## config.mk

```make
export PLATFORM = sky130hd
export DESIGN_NAME = dtcr_timer
export DESIGN_NICKNAME = d
export VERILOG_FILES = /design/src/dtcr_prescaler.v /design/src/dtcr_timer.v
export VERILOG_INCLUDE_DIRS = /design/src
export SDC_FILE = /design/constraint.sdc
export NUM_CORES = 1
export LEC_CHECK = 0
export BUFFER_PORTS_ARGS = -buffer_cell sky130_fd_sc_hd__buf_4
export CAP_MARGIN = 20
export CORE_ASPECT_RATIO = 0.8
export CORE_UTILIZATION = 30
export CTS_CLUSTER_SIZE = 20
export DETAILED_ROUTE_END_ITERATION = 12
export PLACE_DENSITY = 0.55
export SKIP_LAST_GASP = 1
export SLEW_MARGIN = 20
export SYNTH_ARGS = -nofsm -noshare
export SYNTH_HDL_FRONTEND = slang
export SYNTH_SLANG_ARGS = --single-unit
```

## constraint.sdc

```tcl
create_clock -name i_mclk -period 3.6 [get_ports i_mclk]
set_input_delay 0.18 -clock i_mclk [delete_from_list [all_inputs] [get_ports i_mclk]]
set_output_delay 0.18 -clock i_mclk [all_outputs]
set_load 0.02 [all_outputs]
```

## src/dtcr_map.vh

```
`ifndef DTCR_MAP_VH
`define DTCR_MAP_VH

// ==================================================
// Register offsets (byte addresses)
`define DTCR_OFF_CTRL      8'h00
`define DTCR_OFF_AUX       8'h04
`define DTCR_OFF_CORE      8'h08
`define DTCR_OFF_CAPTURE_RELOAD_VALUE    8'h0C
`define DTCR_OFF_STATUS    8'h10

// ==================================================
// Control register fields
`define DTCR_AUX_RUN       0
`define DTCR_AUX_DOWN      1
`define DTCR_AUX_EXTCLK    2
`define DTCR_AUX_LATCLK    3
`define DTCR_CORE_RUN      4
`define DTCR_CORE_DOWN     5
`define DTCR_CORE_EXTDIR   6
`define DTCR_CORE_EXTCLK   7
`define DTCR_RELOAD_EN     8
`define DTCR_CLR_AFTER_CAP 9
`define DTCR_LATCH_OUT_EN  10
`define DTCR_CAP_SRC_LSB   11
`define DTCR_CAP_EDGE_LSB  13
`define DTCR_PRE_LSB       16
`define DTCR_CTRL_W        19

// Capture source codes
`define DTCR_SRC_PIN       2'h0
`define DTCR_SRC_CNT       2'h1
`define DTCR_SRC_DIR       2'h2
`define DTCR_SRC_BOTH      2'h3

// Edge select codes
`define DTCR_EDGE_RISE     2'h1
`define DTCR_EDGE_FALL     2'h2
`define DTCR_EDGE_BOTH     2'h3

// ==================================================
// Reset values and timing
`define DTCR_CTRL_RST      19'h00000
`define DTCR_MIN_DIV       4'h2
`define DTCR_TW            16
`define DTCR_RESP_OKAY     2'h0
`define DTCR_RESP_SLVERR   2'h2

`endif

```

## src/dtcr_prescaler.v

```verilog
`timescale 1ns/1ps
`default_nettype none
`include "dtcr_map.vh"

// ==================================================
// Tick generator: base period of two clocks, scaled by 2^sel
module dtcr_prescaler (
    // Clock and reset
    input  wire       i_mclk,
    input  wire       i_reset_n,
    // Control
    input  wire [2:0] i_sel,
    // Tick
    output reg        o_tick
);
    reg [8:0] cnt_q;
    wire [8:0] last = ({5'h00, `DTCR_MIN_DIV} << i_sel) - 9'h001;

    always @(posedge i_mclk) begin
        if (!i_reset_n) begin
            cnt_q  <= 9'h000;
            o_tick <= 1'b0;
        end else if (cnt_q >= last) begin
            cnt_q  <= 9'h000;
            o_tick <= 1'b1;
        end else begin
            cnt_q  <= cnt_q + 9'h001;
            o_tick <= 1'b0;
        end
    end
endmodule
`default_nettype wire

```

## src/dtcr_timer.v

```verilog
`timescale 1ns/1ps
`default_nettype none
`include "dtcr_map.vh"

// Contract
// - Finest resolution is two system clocks
// - Auxiliary timer, core timer, shared capture register
// - Clock from prescaler or external input
// - Direction by software or external level
// - Auxiliary direction is software only
// - Core overflow or underflow flips latch
// - Latch clocks auxiliary timer, drives pin
// - Core wrap pulse clocks compare timers
// - Core wrap may reload from capture register
// - Capture pin edge copies auxiliary timer
// - Optional clear of auxiliary after capture
// - Capture from companion count/direction edges

module dtcr_timer (
    // Clock and reset
    input  wire        i_mclk,
    input  wire        i_reset_n,
    // AXI4-Lite write address
    input  wire [7:0]  i_awaddr,
    input  wire        i_awvalid,
    output reg         o_awready,
    // AXI4-Lite write data
    input  wire [31:0] i_wdata,
    input  wire [3:0]  i_wstrb,
    input  wire        i_wvalid,
    output reg         o_wready,
    // AXI4-Lite write response
    output reg  [1:0]  o_bresp,
    output reg         o_bvalid,
    input  wire        i_bready,
    // AXI4-Lite read address
    input  wire [7:0]  i_araddr,
    input  wire        i_arvalid,
    output reg         o_arready,
    // AXI4-Lite read data
    output reg  [31:0] o_rdata,
    output reg  [1:0]  o_rresp,
    output reg         o_rvalid,
    input  wire        i_rready,
    // External pins and sibling signals
    input  wire        i_aux_count_input,
    input  wire        i_core_count_input,
    input  wire        i_core_direction_input,
    input  wire        i_capture_input_pin,
    input  wire        i_companion_count_input,
    input  wire        i_companion_direction_input,
    // Outputs
    output reg         o_toggle_latch_pin,
    output reg         o_core_wrap_pulse
);

    // ==================================================
    // Register state
    reg [`DTCR_CTRL_W-1:0] ctrl_q;
    reg [`DTCR_TW-1:0]     aux_q;
    reg [`DTCR_TW-1:0]     core_q;
    reg [`DTCR_TW-1:0]     capture_reload_value_q;
    reg                    latch_q;
    reg                    cap_flag_q;
    reg                    wrap_flag_q;

    wire tick;
    dtcr_prescaler u_pre (
        .i_mclk    (i_mclk),
        .i_reset_n (i_reset_n),
        .i_sel     (ctrl_q[`DTCR_PRE_LSB +: 3]),
        .o_tick    (tick)
    );

    // ==================================================
    // Synchronisers and edge detection
    // Stage 1 is read only by stage 2; edges use stages 2 and 3.
    reg [5:0] s1_q;
    reg [5:0] s2_q;
    reg [5:0] s3_q;
    wire [5:0] raw = {i_companion_direction_input, i_companion_count_input,
                      i_capture_input_pin, i_core_direction_input,
                      i_core_count_input, i_aux_count_input};

    always @(posedge i_mclk) begin
        if (!i_reset_n) begin
            s1_q <= 6'h00;
            s2_q <= 6'h00;
            s3_q <= 6'h00;
        end else begin
            s1_q <= raw;
            s2_q <= s1_q;
            s3_q <= s2_q;
        end
    end

    wire [5:0] rise = s2_q & ~s3_q;
    wire [5:0] fall = ~s2_q & s3_q;

    function edge_hit;
        input [1:0] sel;
        input       r;
        input       f;
        begin
            edge_hit = ((sel == `DTCR_EDGE_RISE) & r) |
                       ((sel == `DTCR_EDGE_FALL) & f) |
                       ((sel == `DTCR_EDGE_BOTH) & (r | f));
        end
    endfunction

    // ==================================================
    // Clock source selection
    wire [1:0] edge_sel = ctrl_q[`DTCR_CAP_EDGE_LSB +: 2];
    wire [1:0] cap_src  = ctrl_q[`DTCR_CAP_SRC_LSB +: 2];

    // Core counts on prescaler tick or a rising external edge
    wire core_en = ctrl_q[`DTCR_CORE_RUN] &
                   (ctrl_q[`DTCR_CORE_EXTCLK] ? rise[1] : tick);
    // Direction: external level overrides the software bit
    wire core_dn = ctrl_q[`DTCR_CORE_EXTDIR] ? s2_q[2]
                                             : ctrl_q[`DTCR_CORE_DOWN];
    wire core_wrap = core_en & (core_dn ? (core_q == {`DTCR_TW{1'b0}})
                                        : (core_q == {`DTCR_TW{1'b1}}));

    // Auxiliary direction has no external input at all
    wire aux_dn = ctrl_q[`DTCR_AUX_DOWN];
    wire aux_clk = ctrl_q[`DTCR_AUX_LATCLK] ? core_wrap :
                   (ctrl_q[`DTCR_AUX_EXTCLK] ? rise[0] : tick);
    wire aux_en = ctrl_q[`DTCR_AUX_RUN] & aux_clk;

    // Capture trigger selection
    reg cap_hit;
    always @* begin
        case (cap_src)
            `DTCR_SRC_PIN:  cap_hit = edge_hit(edge_sel, rise[3], fall[3]);
            `DTCR_SRC_CNT:  cap_hit = edge_hit(edge_sel, rise[4], fall[4]);
            `DTCR_SRC_DIR:  cap_hit = edge_hit(edge_sel, rise[5], fall[5]);
            default:        cap_hit = edge_hit(edge_sel, rise[4], fall[4]) |
                                      edge_hit(edge_sel, rise[5], fall[5]);
        endcase
    end

    // ==================================================
    // AXI4-Lite slave
    reg        aw_got_q;
    reg        w_got_q;
    reg [7:0]  awaddr_q;
    reg [31:0] wdata_q;
    reg [3:0]  wstrb_q;

    wire aw_ok = aw_got_q | (i_awvalid & o_awready);
    wire w_ok  = w_got_q  | (i_wvalid & o_wready);
    wire [7:0]  wa = aw_got_q ? awaddr_q : i_awaddr;
    wire [31:0] wd = w_got_q  ? wdata_q  : i_wdata;
    wire [3:0]  ws = w_got_q  ? wstrb_q  : i_wstrb;
    wire do_wr = aw_ok & w_ok & ~o_bvalid;

    function [31:0] merge;
        input [31:0] old;
        input [31:0] nw;
        input [3:0]  st;
        integer k;
        begin
            for (k = 0; k < 4; k = k + 1)
                merge[8*k +: 8] = st[k] ? nw[8*k +: 8] : old[8*k +: 8];
        end
    endfunction

    wire wr_ctrl   = do_wr & (wa == `DTCR_OFF_CTRL);
    wire wr_aux    = do_wr & (wa == `DTCR_OFF_AUX);
    wire wr_core   = do_wr & (wa == `DTCR_OFF_CORE);
    wire wr_capture_reload_value = do_wr & (wa == `DTCR_OFF_CAPTURE_RELOAD_VALUE);
    wire wr_status = do_wr & (wa == `DTCR_OFF_STATUS);
    wire wr_map    = wr_ctrl | wr_aux | wr_core | wr_capture_reload_value | wr_status;
    wire [31:0] m_ctrl = merge({13'h0000, ctrl_q}, wd, ws);
    wire [31:0] m_aux  = merge({16'h0000, aux_q}, wd, ws);
    wire [31:0] m_core = merge({16'h0000, core_q}, wd, ws);
    wire [31:0] m_cap  = merge({16'h0000, capture_reload_value_q}, wd, ws);

    always @(posedge i_mclk) begin
        if (!i_reset_n) begin
            o_awready <= 1'b1;
            o_wready  <= 1'b1;
            aw_got_q  <= 1'b0;
            w_got_q   <= 1'b0;
            awaddr_q  <= 8'h00;
            wdata_q   <= 32'h00000000;
            wstrb_q   <= 4'h0;
            o_bvalid  <= 1'b0;
            o_bresp   <= `DTCR_RESP_OKAY;
        end else begin
            if (i_awvalid & o_awready) begin
                awaddr_q  <= i_awaddr;
                o_awready <= 1'b0;
                aw_got_q  <= 1'b1;
            end
            if (i_wvalid & o_wready) begin
                wdata_q  <= i_wdata;
                wstrb_q  <= i_wstrb;
                o_wready <= 1'b0;
                w_got_q  <= 1'b1;
            end
            if (do_wr) begin
                aw_got_q <= 1'b0;
                w_got_q  <= 1'b0;
                o_bvalid <= 1'b1;
                o_bresp  <= wr_map ? `DTCR_RESP_OKAY : `DTCR_RESP_SLVERR;
            end
            if (o_bvalid & i_bready) begin
                o_bvalid  <= 1'b0;
                o_awready <= 1'b1;
                o_wready  <= 1'b1;
            end
        end
    end

    // Read channel: one cycle to answer, address held off until taken
    always @(posedge i_mclk) begin
        if (!i_reset_n) begin
            o_arready <= 1'b1;
            o_rvalid  <= 1'b0;
            o_rdata   <= 32'h00000000;
            o_rresp   <= `DTCR_RESP_OKAY;
        end else if (i_arvalid & o_arready) begin
            o_arready <= 1'b0;
            o_rvalid  <= 1'b1;
            o_rresp   <= `DTCR_RESP_OKAY;
            case (i_araddr)
                `DTCR_OFF_CTRL:   o_rdata <= {13'h0000, ctrl_q};
                `DTCR_OFF_AUX:    o_rdata <= {16'h0000, aux_q};
                `DTCR_OFF_CORE:   o_rdata <= {16'h0000, core_q};
                `DTCR_OFF_CAPTURE_RELOAD_VALUE: o_rdata <= {16'h0000, capture_reload_value_q};
                `DTCR_OFF_STATUS: o_rdata <= {29'h00000000, latch_q,
                                              wrap_flag_q, cap_flag_q};
                default: begin
                    o_rdata <= 32'h00000000;
                    o_rresp <= `DTCR_RESP_SLVERR;
                end
            endcase
        end else if (o_rvalid & i_rready) begin
            o_rvalid  <= 1'b0;
            o_arready <= 1'b1;
        end
    end

    // ==================================================
    // Timers, capture and reload
    wire aux_clr = cap_hit & ctrl_q[`DTCR_CLR_AFTER_CAP];

    always @(posedge i_mclk) begin
        if (!i_reset_n) begin
            ctrl_q   <= `DTCR_CTRL_RST;
            aux_q    <= {`DTCR_TW{1'b0}};
            core_q   <= {`DTCR_TW{1'b0}};
            capture_reload_value_q <= {`DTCR_TW{1'b0}};
            latch_q  <= 1'b0;
        end else begin
            if (wr_ctrl)
                ctrl_q <= m_ctrl[`DTCR_CTRL_W-1:0];

            // Hardware capture outranks a software write in the same cycle
            if (cap_hit)
                capture_reload_value_q <= aux_q;
            else if (wr_capture_reload_value)
                capture_reload_value_q <= m_cap[15:0];

            // Capture sees the old value, then the counter restarts at zero
            if (aux_clr)
                aux_q <= {`DTCR_TW{1'b0}};
            else if (aux_en)
                aux_q <= aux_dn ? aux_q - 16'h0001 : aux_q + 16'h0001;
            else if (wr_aux)
                aux_q <= m_aux[15:0];

            if (core_wrap & ctrl_q[`DTCR_RELOAD_EN])
                core_q <= capture_reload_value_q;
            else if (core_en)
                core_q <= core_dn ? core_q - 16'h0001 : core_q + 16'h0001;
            else if (wr_core)
                core_q <= m_core[15:0];

            if (core_wrap)
                latch_q <= ~latch_q;
        end
    end

    // Sticky status, set wins over a software clear
    always @(posedge i_mclk) begin
        if (!i_reset_n) begin
            cap_flag_q  <= 1'b0;
            wrap_flag_q <= 1'b0;
        end else begin
            cap_flag_q  <= cap_hit   | (cap_flag_q  & ~(wr_status & ws[0] & wd[0]));
            wrap_flag_q <= core_wrap | (wrap_flag_q & ~(wr_status & ws[0] & wd[1]));
        end
    end

    // ==================================================
    // Outputs, registered
    always @(posedge i_mclk) begin
        if (!i_reset_n) begin
            o_toggle_latch_pin <= 1'b0;
            o_core_wrap_pulse  <= 1'b0;
        end else begin
            o_toggle_latch_pin <= ctrl_q[`DTCR_LATCH_OUT_EN] & latch_q;
            o_core_wrap_pulse  <= core_wrap;
        end
    end

endmodule
`default_nettype wire

```

After elaboration in Yosys (flattened, before gate mapping) --
Cells that the tools add are included.
Word-level totals: output and inout bits 43, input bits 65, flip-flop bits (word level) 173, word-level logic and storage cells 169
Operators by class: $lt $le $gt $ge 1, shifts and indexed selects 1, bitwise logic cells 59, equal/unequal tests 14, $add $sub $neg 6, reduce and logical (&&, ||, !) cells 28, muxes and demuxes 28
Operator list (number):
- two-way mux 16 bit | 9
- case mux 19 bit (5 select lines) | 1
- adder 16 x 1 -> 16 bit (second input constant) | 2
- bitwise AND 1 bit | 32
- == test 8 x 4 -> 1 bit (second input constant) | 4
- subtractor 16 x 1 -> 16 bit (second input constant) | 2
- two-way mux 8 bit | 3
- two-way mux 19 bit | 1
- bitwise OR 1 bit | 18
- AND reduction 2 bit | 9
- == test 16 bit (second input constant) | 1
- == test 8 x 3 -> 1 bit (second input constant) | 2
- == test 8 x 5 -> 1 bit (second input constant) | 2
- logical NOT 16 bit | 1
- logical NOT 8 bit | 2
- nonzero test 2 bit | 7
- bitwise AND 6 bit | 2
- inverter 6 bit | 2
- two-way mux 1 bit | 10
- adder 9 x 1 -> 9 bit (second input constant) | 1
- >= comparator 9 bit | 1
- nonzero test 3 bit | 3
- left shift 2 x 3 -> 9 bit (first input constant) | 1
- subtractor 9 x 1 -> 9 bit (second input constant) | 1
- other kinds (9) | 20

Depth between registers and ports, before layout --
depth in word-level cells 10, gate-level depth with buffers 14, depth with buffers taken out 11

Cells and area by module --
From an unflattened synthesis, not the netlist that was laid out.
Unflattened totals: cell total of the unflattened synthesis 1049, area total of the unflattened synthesis 8973.6 um^2
Modules (own cells, without submodules):
- dtcr_timer | times used 1, seq. area each 2942.8 um^2, area each 8319.2 um^2, cells each 969
- dtcr_prescaler | times used 1, seq. area each 200.2 um^2, area each 654.4 um^2, cells each 80

Least setup slack after synthesis --
No wires, ideal clock.
kind reg-to-reg, start register ctrl_q[18], end register u_pre.cnt_q[0], setup slack 0.578 ns, required time 3.486 ns, stages on the path, launching flop included 14, data arrival time 2.908 ns, setup time 0.114 ns, clock period less this slack 3.022 ns, buffers on the path 3, cell sequence dfxtp_1 clkbuf_1 or3_1 ha_1 clkbuf_1 xor2_1 ha_1 a21o_1 a21o_1 a21o_1 a21o_1 a21o_1 clkbuf_1 a2111oi_0
Between the ends: word-level cells in the longest chain between the ends 4
Ends and longest elaborated chain:
- start, declared | line dtcr_timer.v:59 | reg [`DTCR_CTRL_W-1:0] ctrl_q;
- start signal, assigned | line dtcr_timer.v:252 | ctrl_q <= `DTCR_CTRL_RST;
- start signal, assigned | line dtcr_timer.v:259 | ctrl_q <= m_ctrl[`DTCR_CTRL_W-1:0];
- left shift 2 x 3 -> 9 bit | line dtcr_prescaler.v:17 | wire [8:0] last = ({5'h00, `DTCR_MIN_DIV} << i_sel) - 9'h001;
- subtractor 9 x 1 -> 9 bit | line dtcr_prescaler.v:17
- >= comparator 9 bit | line dtcr_prescaler.v:23 | end else if (cnt_q >= last) begin
- OR reduction 2 bit (no source line)
- end signal, assigned | line dtcr_prescaler.v:27 | cnt_q <= cnt_q + 9'h001;
- end, declared | line dtcr_prescaler.v:16 | reg [8:0] cnt_q;
No other way between the ends. A chain may end at the register's enable or synchronous reset.

Final worst setup path --
start register ctrl_q[6], end register core_q[12]
Between the ends: word-level cells in the longest chain between the ends 6, elaborated cells between the ends (all ways) 10, those cells by class mux (5); bitwise (2); reduce/logical (3)
Ends and longest elaborated chain:
- two-way mux 1 bit * | line dtcr_timer.v:120 | wire core_dn = ctrl_q[`DTCR_CORE_EXTDIR] ? s2_q[2]
- two-way mux 1 bit | line dtcr_timer.v:122 | wire core_wrap = core_en & (core_dn ? (core_q == {`DTCR_TW{1'b0}})
- bitwise AND 1 bit | line dtcr_timer.v:122
- bitwise AND 1 bit | line dtcr_timer.v:275 | if (core_wrap & ctrl_q[`DTCR_RELOAD_EN])
- nonzero test 3 bit (no source line)
- AND reduction 2 bit (no source line)
- end signal, assigned | line dtcr_timer.v:276 | core_q <= capture_reload_value_q;
- end signal, assigned | line dtcr_timer.v:278 | core_q <= core_dn ? core_q - 16'h0001 : core_q + 16'h0001;
- end signal, assigned | line dtcr_timer.v:280 | core_q <= m_core[15:0];
- end, declared | line dtcr_timer.v:61 | reg [`DTCR_TW-1:0] core_q;
Mark *: on every way between the ends. The rest lies on a longest branch, timed or not.

==> reports/results.tsv <==
stage	metric	value	unit
synth	synthCells	1097	
timing	clock.fmax	305	MHz
critical_path	cp-end-kind	register	
synth	synth_seq_cells	157	
critical_path	worstSetupStartpoint	ctrl_q[6]$_SDFFE_PN0P_	
timing	finalSetupTns	0	ns
critical_path	cp_max_fo	15	
critical_path	regToRegEndpoint	core_q[12]$_SDFFE_PN0P_	
die	initial_utilization	0.309	
detailed_routing	vias	8088	
critical_path	crit_type	register to register	
die	core_area	28600	um^2
cts	clk_path_buf_depth	2	
detailed_routing	viasPerCell	5.17	
cts	cts_buffers	17	
final_layout	drive_gt1_frac	0.137	
synth	seq_area_frac_synth	0.356	
die	fp.dieW	194	um
flow_run	cap_violations	0	
synth	synth_top_cell_area_share	0.356	
power_and_ir_drop	leakage	0.00417	uW
placement	place_area	9730	um^2
synth	synth_adder_area_share	0.0668	
cts	htree_levels	4	
critical_path	endpoint	core_q[12]$_SDFFE_PN0P_	
detailed_routing	first_iter_violations	726	
synth	synth_ff_type	dfxtp_1	
synth	synthSimpleGateAreaFrac	0.208	
timing	setup_viol	0	
detailed_routing	wl_per_cell	16.7	um
timing	fin_crit_sh	0.911	
power_and_ir_drop	ir_drop	331	uV
synth	ys_async_sr_fraction	0	
synth	netlist_top_cells_count	dfxtp_1, nor2_1, a21oi_1	
critical_path	worstPathArrival	3.59	ns
cts	clk_pin_slew	0.07	ns
synth	synth_edf_count	0	
timing	fin_worst_skew	0.0138	ns
synth	synth_top_family_by_area	compound AO/OA/AOI/OAI gates	
cts	clkSinkCount	157	
global_route	grt_overflow	0	
placement	dp_cells	1502	
detailed_routing	drc	0	
timing	worst_pin_slew	0.874	ns
placement	place_congestion	0.898	
critical_path	cp-start-kind	register	
die	dieArea	30200	um^2
synth	syn_area_per_cell	8.06	um^2
cts	clock_latency	0.44	ns
die	io_pins	108	
critical_path	worstPathRequired	3.91	ns
power_and_ir_drop	powerDensity	382	nW/um^2
timing	rsz0062_at_grt	false	
cts	cts_root_buffer	clkbuf_16	
global_route	grt_max_degree	44	
detailed_routing	firstDrtPassIters	8	
critical_path	r2r_cells	11	
critical_path	r2r_slack	0.32	ns
synth	synth.area.top_cells	dfxtp_1, a21oi_1, nor2_1	
outcome	status	completed	
synth	synthDistinctLibCells	75	
cts	cts_tree	done	
timing	finalCriticalPeriod	3.28	ns
synth	synth_area	8840	um^2
final_layout	final_cells	1564	
synth	ys_warn_count	0	
detailed_routing	routed_wl	26100	um
die	rows	55	
global_route	grt_pass1_wl	42000	um
final_layout	area_growth	20.0	%
synth	synthMuxAreaShare	0.0709	
hold_path	min_from	i_wdata[1]	
critical_path	r2r_start	ctrl_q[6]$_SDFFE_PN0P_	
placement	dp_hpwl	19200	um
timing	finalHoldViolCount	0	
timing	fin_hold_ws	0.0123	ns
timing	finalMaxSlewViolations	0	
placement	portBuffers	78	
synth	synth_xor_xnor_area_share	0.0268	
synth	synth-compound-area-share	0.216	
global_route	grt_antenna_before_repair	0	
global_route	grt_pass1_vias	7635	
detailed_routing	ant_nets	0	
final_layout	fin_nets	1292	
synth	yosys.area.top_type	dfxtp_1	
global_route	track_usage	0.178	
hold_path	hold_class	input port to register	
final_layout	n_antenna_cell	0	
synth	synth_most_common_cell	dfxtp_1	
final_layout	stdcell_area	10600	um^2
die	die_h	156	um
timing	slew_headroom	0.416	
cell type report:
class                           instances  area [um^2]
Multi-Input combinational cell        846         5280
Clock buffer                           18          439
Timing Repair Buffer                  127         1030
Clock inverter                         14          134
Fill cell                            2953        18000
Inverter                               32          121
Tap cell                              370          463
Sequential cell                       157         3140
timing repair:
action                                 CTS  global route
hold buffers                            30             0
setup endpoints to repair                0             4
buffers inserted                         0             0
endpoints found under the hold margin   29             0
resized for setup                        0             1
worst max-delay path, stage by stage, from the launching register on:
cell and delay, ns:
dfxtp_1 0.38, mux2i_1 0.44, inv_2 0.26, ha_1 0.38, nor2b_1 0.16, o21ai_0 0.18, a21boi_0 0.14, o21ai_0 0.34
a311oi_1 0.23, or3_1 0.38, a31oi_1 0.17, a21oi_1 0.08
layout by cell type (no fill, tap or decap), types with 15 or more instances in the layout:
cell	n
dfxtp_1	157
nor2_1	148
a21oi_1	122
nand2_1	115
buf_4	97
ha_1	44
a211oi_1	40
mux2i_1	39
nand3_1	33
o21ai_0	32
inv_1	30
dlygate4sd3_1	30
nor3_1	25
xnor2_1	20
mux2_2	19
and2_1	18
clkbuf_16	17
conb_1	16
o211ai_1	15
a21o_1	15
flip-flops by register name, indices dropped and copies added, names as in the netlist, 3 cells and up:
register	count
o_rdata	19
s2_q	6
capture_reload_value_q	16
s1_q	6
aux_q	16
wstrb_q	3
ctrl_q	19
awaddr_q	8
wdata_q	19
s3_q	5
u_pre.cnt_q	9
core_q	16
worst min-delay path by stage:
stage	endpoint	cells past startpoint
2_1_floorplan	o_wready$_SDFFE_PP1P_	1
3_3_place_gp	s1_q[5]$_SDFF_PN0_	2
6_report	wdata_q[1]$_SDFFE_PN0P_	3
5_1_grt	wdata_q[1]$_SDFFE_PN0P_	3
3_5_place_dp	s1_q[5]$_SDFF_PN0_	2
4_1_cts	wdata_q[12]$_SDFFE_PN0P_	3
through the flow:
stage	setup slack [ns]	util	power, uW
floorplan	0.578	-	2130
global placement	0.354	0.340	2270
detailed placement	0.261	0.340	2270
CTS	0.245	0.371	4090
global route	0.0479	0.371	4230
finish	0.322	0.371	4050
cell families after synthesis:
family / after synthesis
other: 2
buffers and inverters: 108
flip-flops: 157
multiplexers: 60
AND/OR/NAND/NOR: 401
AO/OA/AOI/OAI: 296
adder cells (fa/ha/maj): 46
XOR/XNOR: 27
routing by layer:
| layer | vias to the layer above | global-route usage | part of all wire |
|---|---|---|---|
| li1 | 4067 | - | - |
| met1 | 3810 | 0.239 | 0.48 |
| met2 | 174 | 0.287 | 0.46 |
| met3 | 37 | 0.0284 | 0.039 |
| met4 | 0 | 0.0665 | 0.024 |
| met5 | - | 0 | 0 |
report_power, final:
group / switching, uW / internal, uW / total [uW]
registers: 37.7 / 1780 / 1820
clock network: 809 / 983 / 1790
logic: 254 / 179 / 433
No activity file was read; power rests on OpenSTA's default activity.
